[src/sbat_pkg.sv]
package sbat_pkg;

  // ---------------------------------------------------------------
  // arbitration mode, latched at reset
  // ---------------------------------------------------------------
  localparam logic ARB_MODE_EXTERNAL = 1'b0;
  localparam logic ARB_MODE_INTERNAL = 1'b1;

  // ---------------------------------------------------------------
  // timing
  // ---------------------------------------------------------------
  localparam int REF_CLK_MHZ = 100;
  localparam int RELEASE_TIME_NS = 10;
  localparam int RELEASE_CYCLES_RAW = (RELEASE_TIME_NS * REF_CLK_MHZ) / 1000;
  localparam int RELEASE_CYCLES = (RELEASE_CYCLES_RAW < 1) ? 1 : RELEASE_CYCLES_RAW;

  // retry back-off before a new attempt, in cycles
  localparam logic [3:0] RETRY_BACKOFF_CYCLES = 4'h4;

  // ---------------------------------------------------------------
  // pin bundles: all bus pins are active high inside the block
  // ---------------------------------------------------------------
  typedef struct packed {
    logic bus_request_line;
    logic bus_grant_line;
    logic address_bus_busy;
    logic transfer_start;
    logic address_acknowledge;
    logic address_retry;
    logic data_bus_grant;
    logic data_bus_busy;
    logic transfer_acknowledge;
  } sbat_pins_t;

  typedef struct packed {
    logic snoop_enable;
    logic internal_hit;
    logic mem_ctrl_hit;
  } sbat_decode_t;

endpackage

[src/sbat_arbiter.sv]
`timescale 1ns/100ps
// Behaviour
// - external arbiter mode: request line is driven out when ownership wanted.
// - internal arbiter mode: grant line driven out to hand address bus away.
// - address-bus-busy held asserted for the whole own address tenure.
// - after acknowledge, busy driven inactive briefly, then released.
// - never take the address bus while an external master shows busy.
// - transfer start pulses when core or DMA begins an access.
// - external transfer start triggers snoop, internal access or memory support.
// - address acknowledge ends the address tenure of the current master.
// - retry during own transaction abandons it and retries later.
// - assert retry for cache coherency or to break a deadlock.
// - internal arbiter mode: data bus grant driven out to an external master.
// - data-bus-busy held for own data tenure, then driven inactive, released.
// - never take the data bus while an external master shows data busy.
module sbat_arbiter
  import sbat_pkg::*;
(
  // clock and reset
  input wire logic ref_clk,
  input wire logic reset,
  // configuration strap
  input wire logic arb_mode_strap,
  // internal masters
  input wire logic core_req,
  input wire logic dma_req,
  output logic access_granted,
  output logic access_done,
  output logic access_retried,
  output logic access_from_dma,
  // snoop and coherency inputs
  input wire sbat_decode_t ext_decode,
  input wire logic cache_conflict,
  input wire logic deadlock_hazard,
  // external tenure services
  output logic snoop_strobe,
  output logic internal_access_strobe,
  output logic mem_ctrl_strobe,
  // bus pins
  input wire sbat_pins_t pin_in,
  output sbat_pins_t pin_out,
  output sbat_pins_t pin_oe
);

  // ---------------------------------------------------------------
  // state
  // ---------------------------------------------------------------
  typedef enum logic [4:0] {
    SBAT_IDLE = 5'b00001,
    SBAT_REQ = 5'b00010,
    SBAT_ADDR = 5'b00100,
    SBAT_DATA = 5'b01000,
    SBAT_BACKOFF = 5'b10000
  } sbat_state_t;

  sbat_state_t state_q, state_d;
  logic mode_q;
  logic mode_valid_q;
  logic ext_owner_q, ext_owner_d;
  logic ext_data_q, ext_data_d;
  logic dma_sel_q;
  logic [3:0] backoff_q;
  logic ts_q, ts_d;
  logic retry_q;
  logic done_q, done_d;
  logic retried_q, retried_d;
  logic snoop_q, iacc_q, mctl_q;

  // ---------------------------------------------------------------
  // decode
  // ---------------------------------------------------------------
  wire abb_active;
  wire dbb_active;
  wire internal_arb = (mode_q == ARB_MODE_INTERNAL);
  wire want_bus = core_req | dma_req;
  wire ext_abb = pin_in.address_bus_busy & ~abb_active;
  wire ext_dbb = pin_in.data_bus_busy & ~dbb_active;
  wire ext_ts = pin_in.transfer_start & ~ts_q;
  wire own_grant = internal_arb ? ~ext_owner_q : pin_in.bus_grant_line;
  wire own_dgrant = internal_arb ? ~ext_data_q : pin_in.data_bus_grant;
  wire take_addr = (state_q == SBAT_REQ) & own_grant & ~ext_abb;
  wire addr_ack = pin_in.address_acknowledge;
  wire addr_retry = pin_in.address_retry;
  wire take_data = own_dgrant & ~ext_dbb;
  wire data_end = pin_in.transfer_acknowledge;
  wire abb_start = take_addr;
  wire abb_end = addr_ack | addr_retry;
  wire dbb_start = (state_q == SBAT_ADDR) & addr_ack & ~addr_retry & take_data;
  wire dbb_end = (state_q == SBAT_DATA) & data_end;
  wire ext_req_in = internal_arb & pin_in.bus_request_line;
  wire grant_ext = ext_req_in & ~ext_abb & (state_q == SBAT_IDLE);

  // ---------------------------------------------------------------
  // strap latch
  // ---------------------------------------------------------------
  always_ff @(posedge ref_clk) begin
    if (reset) begin
      mode_valid_q <= 1'b0;
    end else begin
      mode_valid_q <= 1'b1;
    end
  end

  always_ff @(posedge ref_clk) begin
    if (reset) begin
      mode_q <= arb_mode_strap;
    end
  end

  // ---------------------------------------------------------------
  // tenure state machine
  // ---------------------------------------------------------------
  always_comb begin
    state_d = state_q;
    ts_d = 1'b0;
    done_d = 1'b0;
    retried_d = 1'b0;
    case (state_q)
      SBAT_IDLE: begin
        if (want_bus && mode_valid_q && !grant_ext) begin
          state_d = SBAT_REQ;
        end
      end
      SBAT_REQ: begin
        if (take_addr) begin
          state_d = SBAT_ADDR;
          ts_d = 1'b1;
        end
      end
      SBAT_ADDR: begin
        if (addr_retry) begin
          state_d = SBAT_BACKOFF;
          retried_d = 1'b1;
        end else if (addr_ack && take_data) begin
          state_d = SBAT_DATA;
        end else if (addr_ack) begin
          state_d = SBAT_BACKOFF;
          retried_d = 1'b1;
        end
      end
      SBAT_DATA: begin
        if (data_end) begin
          state_d = SBAT_IDLE;
          done_d = 1'b1;
        end
      end
      SBAT_BACKOFF: begin
        if (backoff_q == 4'h0) begin
          state_d = SBAT_IDLE;
        end
      end
      default: begin
        state_d = SBAT_IDLE;
      end
    endcase
  end

  always_comb begin
    ext_owner_d = ext_owner_q;
    ext_data_d = ext_data_q;
    if (grant_ext) begin
      ext_owner_d = 1'b1;
      ext_data_d = 1'b1;
    end else if (ext_owner_q && addr_ack && !ext_abb && !ext_req_in) begin
      ext_owner_d = 1'b0;
    end
    if (ext_data_q && !ext_owner_q && !ext_dbb && !ext_abb) begin
      ext_data_d = 1'b0;
    end
  end

  always_ff @(posedge ref_clk) begin
    if (reset) begin
      state_q <= SBAT_IDLE;
      ext_owner_q <= 1'b0;
      ext_data_q <= 1'b0;
      ts_q <= 1'b0;
      done_q <= 1'b0;
      retried_q <= 1'b0;
    end else begin
      state_q <= state_d;
      ext_owner_q <= ext_owner_d;
      ext_data_q <= ext_data_d;
      ts_q <= ts_d;
      done_q <= done_d;
      retried_q <= retried_d;
    end
  end

  always_ff @(posedge ref_clk) begin
    if (reset) begin
      dma_sel_q <= 1'b0;
      backoff_q <= 4'h0;
    end else begin
      if (state_q == SBAT_IDLE) begin
        dma_sel_q <= dma_req & ~core_req;
      end
      if (retried_d) begin
        backoff_q <= RETRY_BACKOFF_CYCLES;
      end else if (backoff_q != 4'h0) begin
        backoff_q <= backoff_q - 4'h1;
      end
    end
  end

  // ---------------------------------------------------------------
  // external tenure services and retry
  // ---------------------------------------------------------------
  always_ff @(posedge ref_clk) begin
    if (reset) begin
      snoop_q <= 1'b0;
      iacc_q <= 1'b0;
      mctl_q <= 1'b0;
      retry_q <= 1'b0;
    end else begin
      snoop_q <= ext_ts & ext_decode.snoop_enable;
      iacc_q <= ext_ts & ext_decode.internal_hit;
      mctl_q <= ext_ts & ext_decode.mem_ctrl_hit;
      retry_q <= ext_ts & ext_decode.snoop_enable & (cache_conflict | deadlock_hazard);
    end
  end

  // ---------------------------------------------------------------
  // busy line drivers
  // ---------------------------------------------------------------
  logic abb_o, abb_e, dbb_o, dbb_e;

  sbat_tristate_release u_abb (
    .ref_clk(ref_clk),
    .reset(reset),
    .tenure_start(abb_start),
    .tenure_end(abb_end),
    .pin_out(abb_o),
    .pin_oe(abb_e),
    .active(abb_active)
  );

  sbat_tristate_release u_dbb (
    .ref_clk(ref_clk),
    .reset(reset),
    .tenure_start(dbb_start),
    .tenure_end(dbb_end),
    .pin_out(dbb_o),
    .pin_oe(dbb_e),
    .active(dbb_active)
  );

  // ---------------------------------------------------------------
  // pin outputs
  // ---------------------------------------------------------------
  wire req_drive = ~internal_arb & mode_valid_q;
  wire grant_drive = internal_arb & mode_valid_q;

  assign pin_out.bus_request_line = (state_q == SBAT_REQ);
  assign pin_oe.bus_request_line = req_drive;
  assign pin_out.bus_grant_line = ext_owner_q;
  assign pin_oe.bus_grant_line = grant_drive;
  assign pin_out.data_bus_grant = ext_data_q;
  assign pin_oe.data_bus_grant = grant_drive;
  assign pin_out.address_bus_busy = abb_o;
  assign pin_oe.address_bus_busy = abb_e;
  assign pin_out.data_bus_busy = dbb_o;
  assign pin_oe.data_bus_busy = dbb_e;
  assign pin_out.transfer_start = ts_q;
  assign pin_oe.transfer_start = ts_q;
  assign pin_out.address_retry = retry_q;
  assign pin_oe.address_retry = retry_q;
  assign pin_out.address_acknowledge = 1'b0;
  assign pin_oe.address_acknowledge = 1'b0;
  assign pin_out.transfer_acknowledge = 1'b0;
  assign pin_oe.transfer_acknowledge = 1'b0;

  assign access_granted = ts_q;
  assign access_done = done_q;
  assign access_retried = retried_q;
  assign access_from_dma = dma_sel_q;
  assign snoop_strobe = snoop_q;
  assign internal_access_strobe = iacc_q;
  assign mem_ctrl_strobe = mctl_q;

endmodule

[src/sbat_tristate_release.sv]
`timescale 1ns/100ps
// drives a busy line asserted during tenure, then inactive briefly, then releases it
module sbat_tristate_release
  import sbat_pkg::*;
(
  // clock and reset
  input wire logic ref_clk,
  input wire logic reset,
  // control
  input wire logic tenure_start,
  input wire logic tenure_end,
  // pin
  output logic pin_out,
  output logic pin_oe,
  output logic active
);

  logic active_q;
  logic releasing_q;
  logic [3:0] rel_cnt_q;
  logic rel_done;

  assign rel_done = (rel_cnt_q == 4'(RELEASE_CYCLES - 1));

  always_ff @(posedge ref_clk) begin
    if (reset) begin
      active_q <= 1'b0;
      releasing_q <= 1'b0;
      rel_cnt_q <= 4'h0;
    end else if (active_q && tenure_end) begin
      active_q <= 1'b0;
      releasing_q <= 1'b1;
      rel_cnt_q <= 4'h0;
    end else if (tenure_start) begin
      active_q <= 1'b1;
      releasing_q <= 1'b0;
    end else if (releasing_q) begin
      if (rel_done) begin
        releasing_q <= 1'b0;
      end
      rel_cnt_q <= rel_cnt_q + 4'h1;
    end
  end

  assign pin_out = active_q;
  assign pin_oe = active_q | releasing_q;
  assign active = active_q;

endmodule

[config.mk]
export PLATFORM = sky130hd
export DESIGN_NAME = sbat_arbiter
export DESIGN_NICKNAME = d
export VERILOG_FILES = /design/src/sbat_pkg.sv /design/src/sbat_arbiter.sv /design/src/sbat_tristate_release.sv
export SDC_FILE = /design/constraint.sdc
export NUM_CORES = 1
export LEC_CHECK = 0
export CORE_MARGIN = 4
export CORE_UTILIZATION = 38
export CTS_BUF_LIST = sky130_fd_sc_hd__clkbuf_16
export DETAILED_ROUTE_END_ITERATION = 8
export DONT_BUFFER_PORTS = 1
export PLACE_DENSITY_LB_ADDON = 0.08
export SYNTH_ARGS = -nofsm -noshare
export SYNTH_HDL_FRONTEND = slang
export SYNTH_SLANG_ARGS = --single-unit
[constraint.sdc]
create_clock -name ref_clk -period 1.9 [get_ports ref_clk]
set_input_delay 0.57 -clock ref_clk [delete_from_list [all_inputs] [get_ports ref_clk]]
set_output_delay 0.57 -clock ref_clk [all_outputs]
set_load 0.01 [all_outputs]
# ---- Word level (Yosys, flattened, before mapping)
# Index checks and enable logic that the tools add are counted.
dict set report totals {
  register_bits 33
  input_bits 19
  out_inout_bits 25
}
dict set report classes {
  eq_ne 10
  n_bitwise 39
  n_mux 29
  n_addsub 3
  n_reduce_logical 31
}
# cell count
set ops {}
lappend ops {{two-way mux 5 bit} 7}
lappend ops {{one-hot mux 5 bit (5 select lines)} 1}
lappend ops {{AND 1 bit} 20}
lappend ops {{two-way mux 1 bit} 19}
lappend ops {{NOT 1 bit} 14}
lappend ops {{zero test 4 bit} 3}
lappend ops {{OR reduction 2 bit} 6}
lappend ops {{logical AND 1 bit} 11}
lappend ops {{adder 4 x 1 -> 4 bit (second input constant)} 2}
lappend ops {{two-way mux 3 bit} 2}
lappend ops {{== test 5 x 1 -> 1 bit (second input constant)} 1}
lappend ops {{== test 5 x 2 -> 1 bit (second input constant)} 1}
lappend ops {{== test 5 x 3 -> 1 bit (second input constant)} 1}
lappend ops {{== test 5 x 4 -> 1 bit (second input constant)} 1}
lappend ops {{== test 5 bit (second input constant)} 1}
lappend ops {{zero test 1 bit} 5}
lappend ops {{bitwise OR 1 bit} 5}
lappend ops {{AND reduction 5 bit} 1}
lappend ops {{inequality test 2 x 1 -> 1 bit (second input constant)} 2}
lappend ops {{inequality test 2 bit (second input constant)} 2}
lappend ops {{inequality test 4 x 3 -> 1 bit (second input constant)} 1}
lappend ops {{AND reduction 2 bit} 2}
lappend ops {{nonzero test 2 bit} 2}
lappend ops {{nonzero test 4 bit} 1}
lappend ops {{subtractor 4 x 1 -> 4 bit (second input constant)} 1}

# ---- Depth between registers and ports, before layout
dict set report depth {
  word_depth 9
  mapped_depth 7
  depth_no_buf 6
}

# ---- Hierarchy
# Synthesis repeated with hierarchy kept, for this count alone.
dict set report hier_totals {
  cells_unflattened 184
  hier_area_um2 1609.0
}
# module seq_area_each_um2 cells_per_inst instances area_per_inst_um2
set by_module_without_submodules {}
lappend by_module_without_submodules {sbat_arbiter 430.4 118 1 1036.0}
lappend by_module_without_submodules {sbat_tristate_release 120.1 33 2 286.5}

# ---- Worst setup path before layout
# Ideal clock, no wire load.
dict set report synth_timing {
  path_type {input to register}
  start {input pin_in[1] (netlist bit)}
  end {register u_dbb.rel_cnt_q[0]}
  required_time_ps 1774
  cell_stages 4
  path_slack_ps 331
  t_arrival_ps 1443
  path_buffers 0
  path_cell_list {nor2b_1 -> a2111oi_4 -> a21oi_1 -> mux2i_1}
}
dict set report synth_via {
  elab_chain_len 6
}
# item line
set synth_lines {}
lappend synth_lines {{from (decl)} sbat_arbiter.sv:40} ;# input wire sbat_pins_t pin_in,
lappend synth_lines {{AND 1 bit} sbat_arbiter.sv:77} ;# wire ext_dbb = pin_in.data_bus_busy & ~dbb_active;
lappend synth_lines {{NOT 1 bit} sbat_arbiter.sv:84} ;# wire take_data = own_dgrant & ~ext_dbb;
lappend synth_lines {{AND 1 bit} sbat_arbiter.sv:84}
lappend synth_lines {{AND 1 bit} sbat_arbiter.sv:88} ;# wire dbb_start = (state_q == SBAT_ADDR) & addr_ack & ~addr_retry & take_data;
lappend synth_lines {{NOT 1 bit (no source line)} -}
lappend synth_lines {{AND reduction 2 bit (no source line)} -}
lappend synth_lines {{to (signal assigned)} sbat_tristate_release.sv:41} ;# rel_cnt_q <= rel_cnt_q + 4'h1;
lappend synth_lines {{to (decl)} sbat_tristate_release.sv:20} ;# logic [3:0] rel_cnt_q;
# No other way between the ends.
# A chain may end at the register's enable or synchronous reset.

==> qor.csv <==
stage,metric,value,unit
run_status,outcome,"complete, no violations",
yosys,"EDFF count, synth",1,
hold_path,hold crit path type,input pin to flop,
layout,Filler Cells Inserted,435,
detailed_routing,via count,1297,
placed_design,Port-buffer cells,0,
critical_path,buffer and inverter count on the worst path,1,
critical_path,crit path kind,flop to output pin,
critical_path,FF-to-FF Start,backoff_q[0],
critical_path,reg2reg setup slack,0.19,ns
timing,unrepaired setup endpoints after global routing,false,
grt,first-pass GRT wire length,6.22,mm
detailed_routing,initial drt markers,74,
critical_path,R2R depth,6,
timing,min Tclk post-route,1.79,ns
critical_path,Worst path depth,3,
grt,vias in the first global route,1320,
detailed_routing,Pre-antenna DRT Iters,4,
floorplan,Rows,24,
yosys,register area share after synthesis,38.0,%
layout,Non-Filler Instances,244,
timing,Final Max Slew Viols,0,
detailed_routing,Post-Route WL,3.69,mm
critical_path,crit start category,flop,
yosys,cells after synthesis,197,
critical_path,crit path capture,pin_out[8],
power_and_ir_drop,Pwr Density,1100,mW/mm^2
timing,final setup fails,0,
layout,share of layout cells above drive strength 1,12.5,%
yosys,most common cell in the synthesized netlist,dfxtp_1,
clock_tree,Num CTS Buffers,5,
timing,skew final,0.00376,ns
floorplan,Die Area,0.00580,sq mm
yosys,ys async rst share,0,%
clock_tree,post-CTS setup buffers,0,
floorplan,Top Ports,44,
grt,largest net degree at the start of global routing,20,
critical_path,Critical Path AT,1.22,ns
critical_path,CP required,1.33,ns
layout,ANT cells,0,
detailed_routing,Avg WL per Cell,15.1,um
yosys,Yosys Warn Count,0,
yosys,top-area cell type share of the netlist area,36.3,%
floorplan,chip width,76.2,um
power_and_ir_drop,Tot Pwr,2.07,mW
yosys,cell accounting for the most synthesized area,dfxtp_1,
yosys,Syn Std Cell Area,0.00177,sq mm
clock_tree,H-tree levels,2,
clock_tree,Clock Latency Late Sink,0.27,ns
critical_path,"Critical Path, Cell by Cell","nor3_4, nand2_1, inv_1",
timing,period utilization,94.0,%
grt,antenna violations before repair,0,
grt,gr usage total,13.3,%
run,max cap viols,0,
placed_design,HPWL Detailed,2.93,mm
layout,area grow syn2layout,6.23,%
clock_tree,clk slew on worst S/H paths,0.05,ns
yosys,Post-synth top flop,dfxtp_1,
clock_tree,Root Driver,clkbuf_16,
floorplan,Core ar.,0.00441,sq mm
layout,nets@finish,215,
yosys,Synth top cells by count,"32 x dfxtp_1, 17 x buf_4, 17 x nand2_1, 14 x a21oi_1, 14 x inv_1",
critical_path,crit-path max FO,6,
critical_path,cell at the slowest stage of the critical path,dfxtp_1,
power_and_ir_drop,worst vdd ir,0.000482,V
timing,count of final hold-check violations,0,
detailed_routing,Post-DRT Antenna Nets,0,
critical_path,reg2reg end,access_retried,
clock_tree,Clock Sinks,33,
critical_path,Critical Path End Type,output pin,
yosys,"FF+latch count, synth",33,
yosys,Mean Syn Cell Area,8.97,sq um
detailed_routing,routed vias/inst,5.32,
power_and_ir_drop,leakage power total,0.717,nW
placed_design,routability cong.,0.812,
critical_path,peak per-stage delay on the critical path,0.40,ns
detailed_routing,Remaining DRCs,0,
critical_path,crit path launch,state_q[3],
timing,Fin Setup TNS,0,ns
yosys,Yosys cell types,56,
timing,fmax,560,MHz
placed_design,Placed Instances,236,
yosys,"top cells by area, synth","dfxtp_1 36%, buf_4 7.2%, a21oi_1 4.0%, nand2_1 3.6%, ha_1 3.5%",
hold_path,hold path depth,1,
floorplan,Die Y,76.2,um
floorplan,starting density of the core,40.0,%
clock_tree,TritonCTS clock tree,yes,
clock_tree,CTS max path bufs,2,
grt,GR Overflow Total,0,
critical_path,critical path's top delay family,simple AND/OR/NAND/NOR gates,
metrics by stage:
step           cell area [sq um]  util (%)  setup slack, ns  hold slack, ns
3_5_place_dp                1730      39.3            0.193           0.465
3_3_place_gp                1730      39.3            0.234           0.458
5_1_grt                     1880      42.5       0.00000111           0.351
6_report                    1880      42.5            0.113           0.360
2_1_floorplan               1780         -            0.331           0.443
4_1_cts                     1870      42.4           0.0436           0.355
timing repair:
| action | 4_1_cts | 5_1_grt |
|---|---|---|
| endpoints found under the setup margin | 0 | 1 |
| hold buffers | 0 | 0 |
| gates resized for setup | 0 | 1 |
| endpoints found under the hold margin | 0 | 0 |
registers in the layout, indices dropped and copies added, names as in the netlist, 4 cells and up:
register         count
u_dbb.rel_cnt_q      4
backoff_q            4
state_q              5
u_abb.rel_cnt_q      4
worst register-to-register path: stages, from the launching register on:
cell	delay [ns]
dfxtp_1	0.33
inv_1	0.06
ha_1	0.17
or3b_1	0.46
nand4b_2	0.16
o211ai_1	0.12
nor4b_1	0.30
final cells by class:
type                    instances  area [sq um]  share of cell area (%)
clock buffers                   5           125                    6.67
clock inverters                 3          12.5                   0.667
inverters                      14          52.6                    2.80
multi-input cells             133           921                    49.1
flip-flops and latches         33           671                    35.7
well taps                      52          65.1                    3.47
repair buffers                  4          30.0                    1.60
placed cells by master (no fill, tap or decap), types with 5 or more instances in the layout:
master / instances
nand3_1: 7
nor2_1: 9
inv_1: 14
mux2i_1: 5
and2_1: 5
clkbuf_16: 5
nand2_1: 17
nor3_1: 5
o21ai_0: 6
a21oi_1: 14
dfxtp_1: 32
ha_1: 5
where the power goes:
part           switching (mW)  internal, mW
Combinational           0.261         0.218
Sequential             0.0741         0.765
Clock                   0.280         0.473
cells by family after synthesis:
family,Yosys count,synth area share [%]
buf+inv,34,10.9
fa+ha+maj,5,3.54
simple gates,78,27.2
other cells,1,0.212
compound gates,38,15.7
mux,6,3.47
flops,33,38.0
xor+xnor,2,0.992
worst min path at each step:
stage | endpoint | start | slack, ns
4_1_cts | state_q[2] | reset | 0.36
2_1_floorplan | u_dbb.rel_cnt_q[3] | u_dbb.rel_cnt_q[3] | 0.44
5_1_grt | access_from_dma | reset | 0.35
3_5_place_dp | u_dbb.rel_cnt_q[3] | u_dbb.rel_cnt_q[3] | 0.47
3_3_place_gp | u_dbb.rel_cnt_q[3] | u_dbb.rel_cnt_q[3] | 0.46
6_report | access_from_dma | reset | 0.36
metal layers:
metal  up-vias  GRT usage [%]  wire (um)
met5         -              0          0
met4         0           5.42         47
met3         6           4.85        233
li1        666              -          -
met1       596           16.0       1580
met2        29           21.4       1830
No activity file was read; power rests on OpenSTA's default activity.
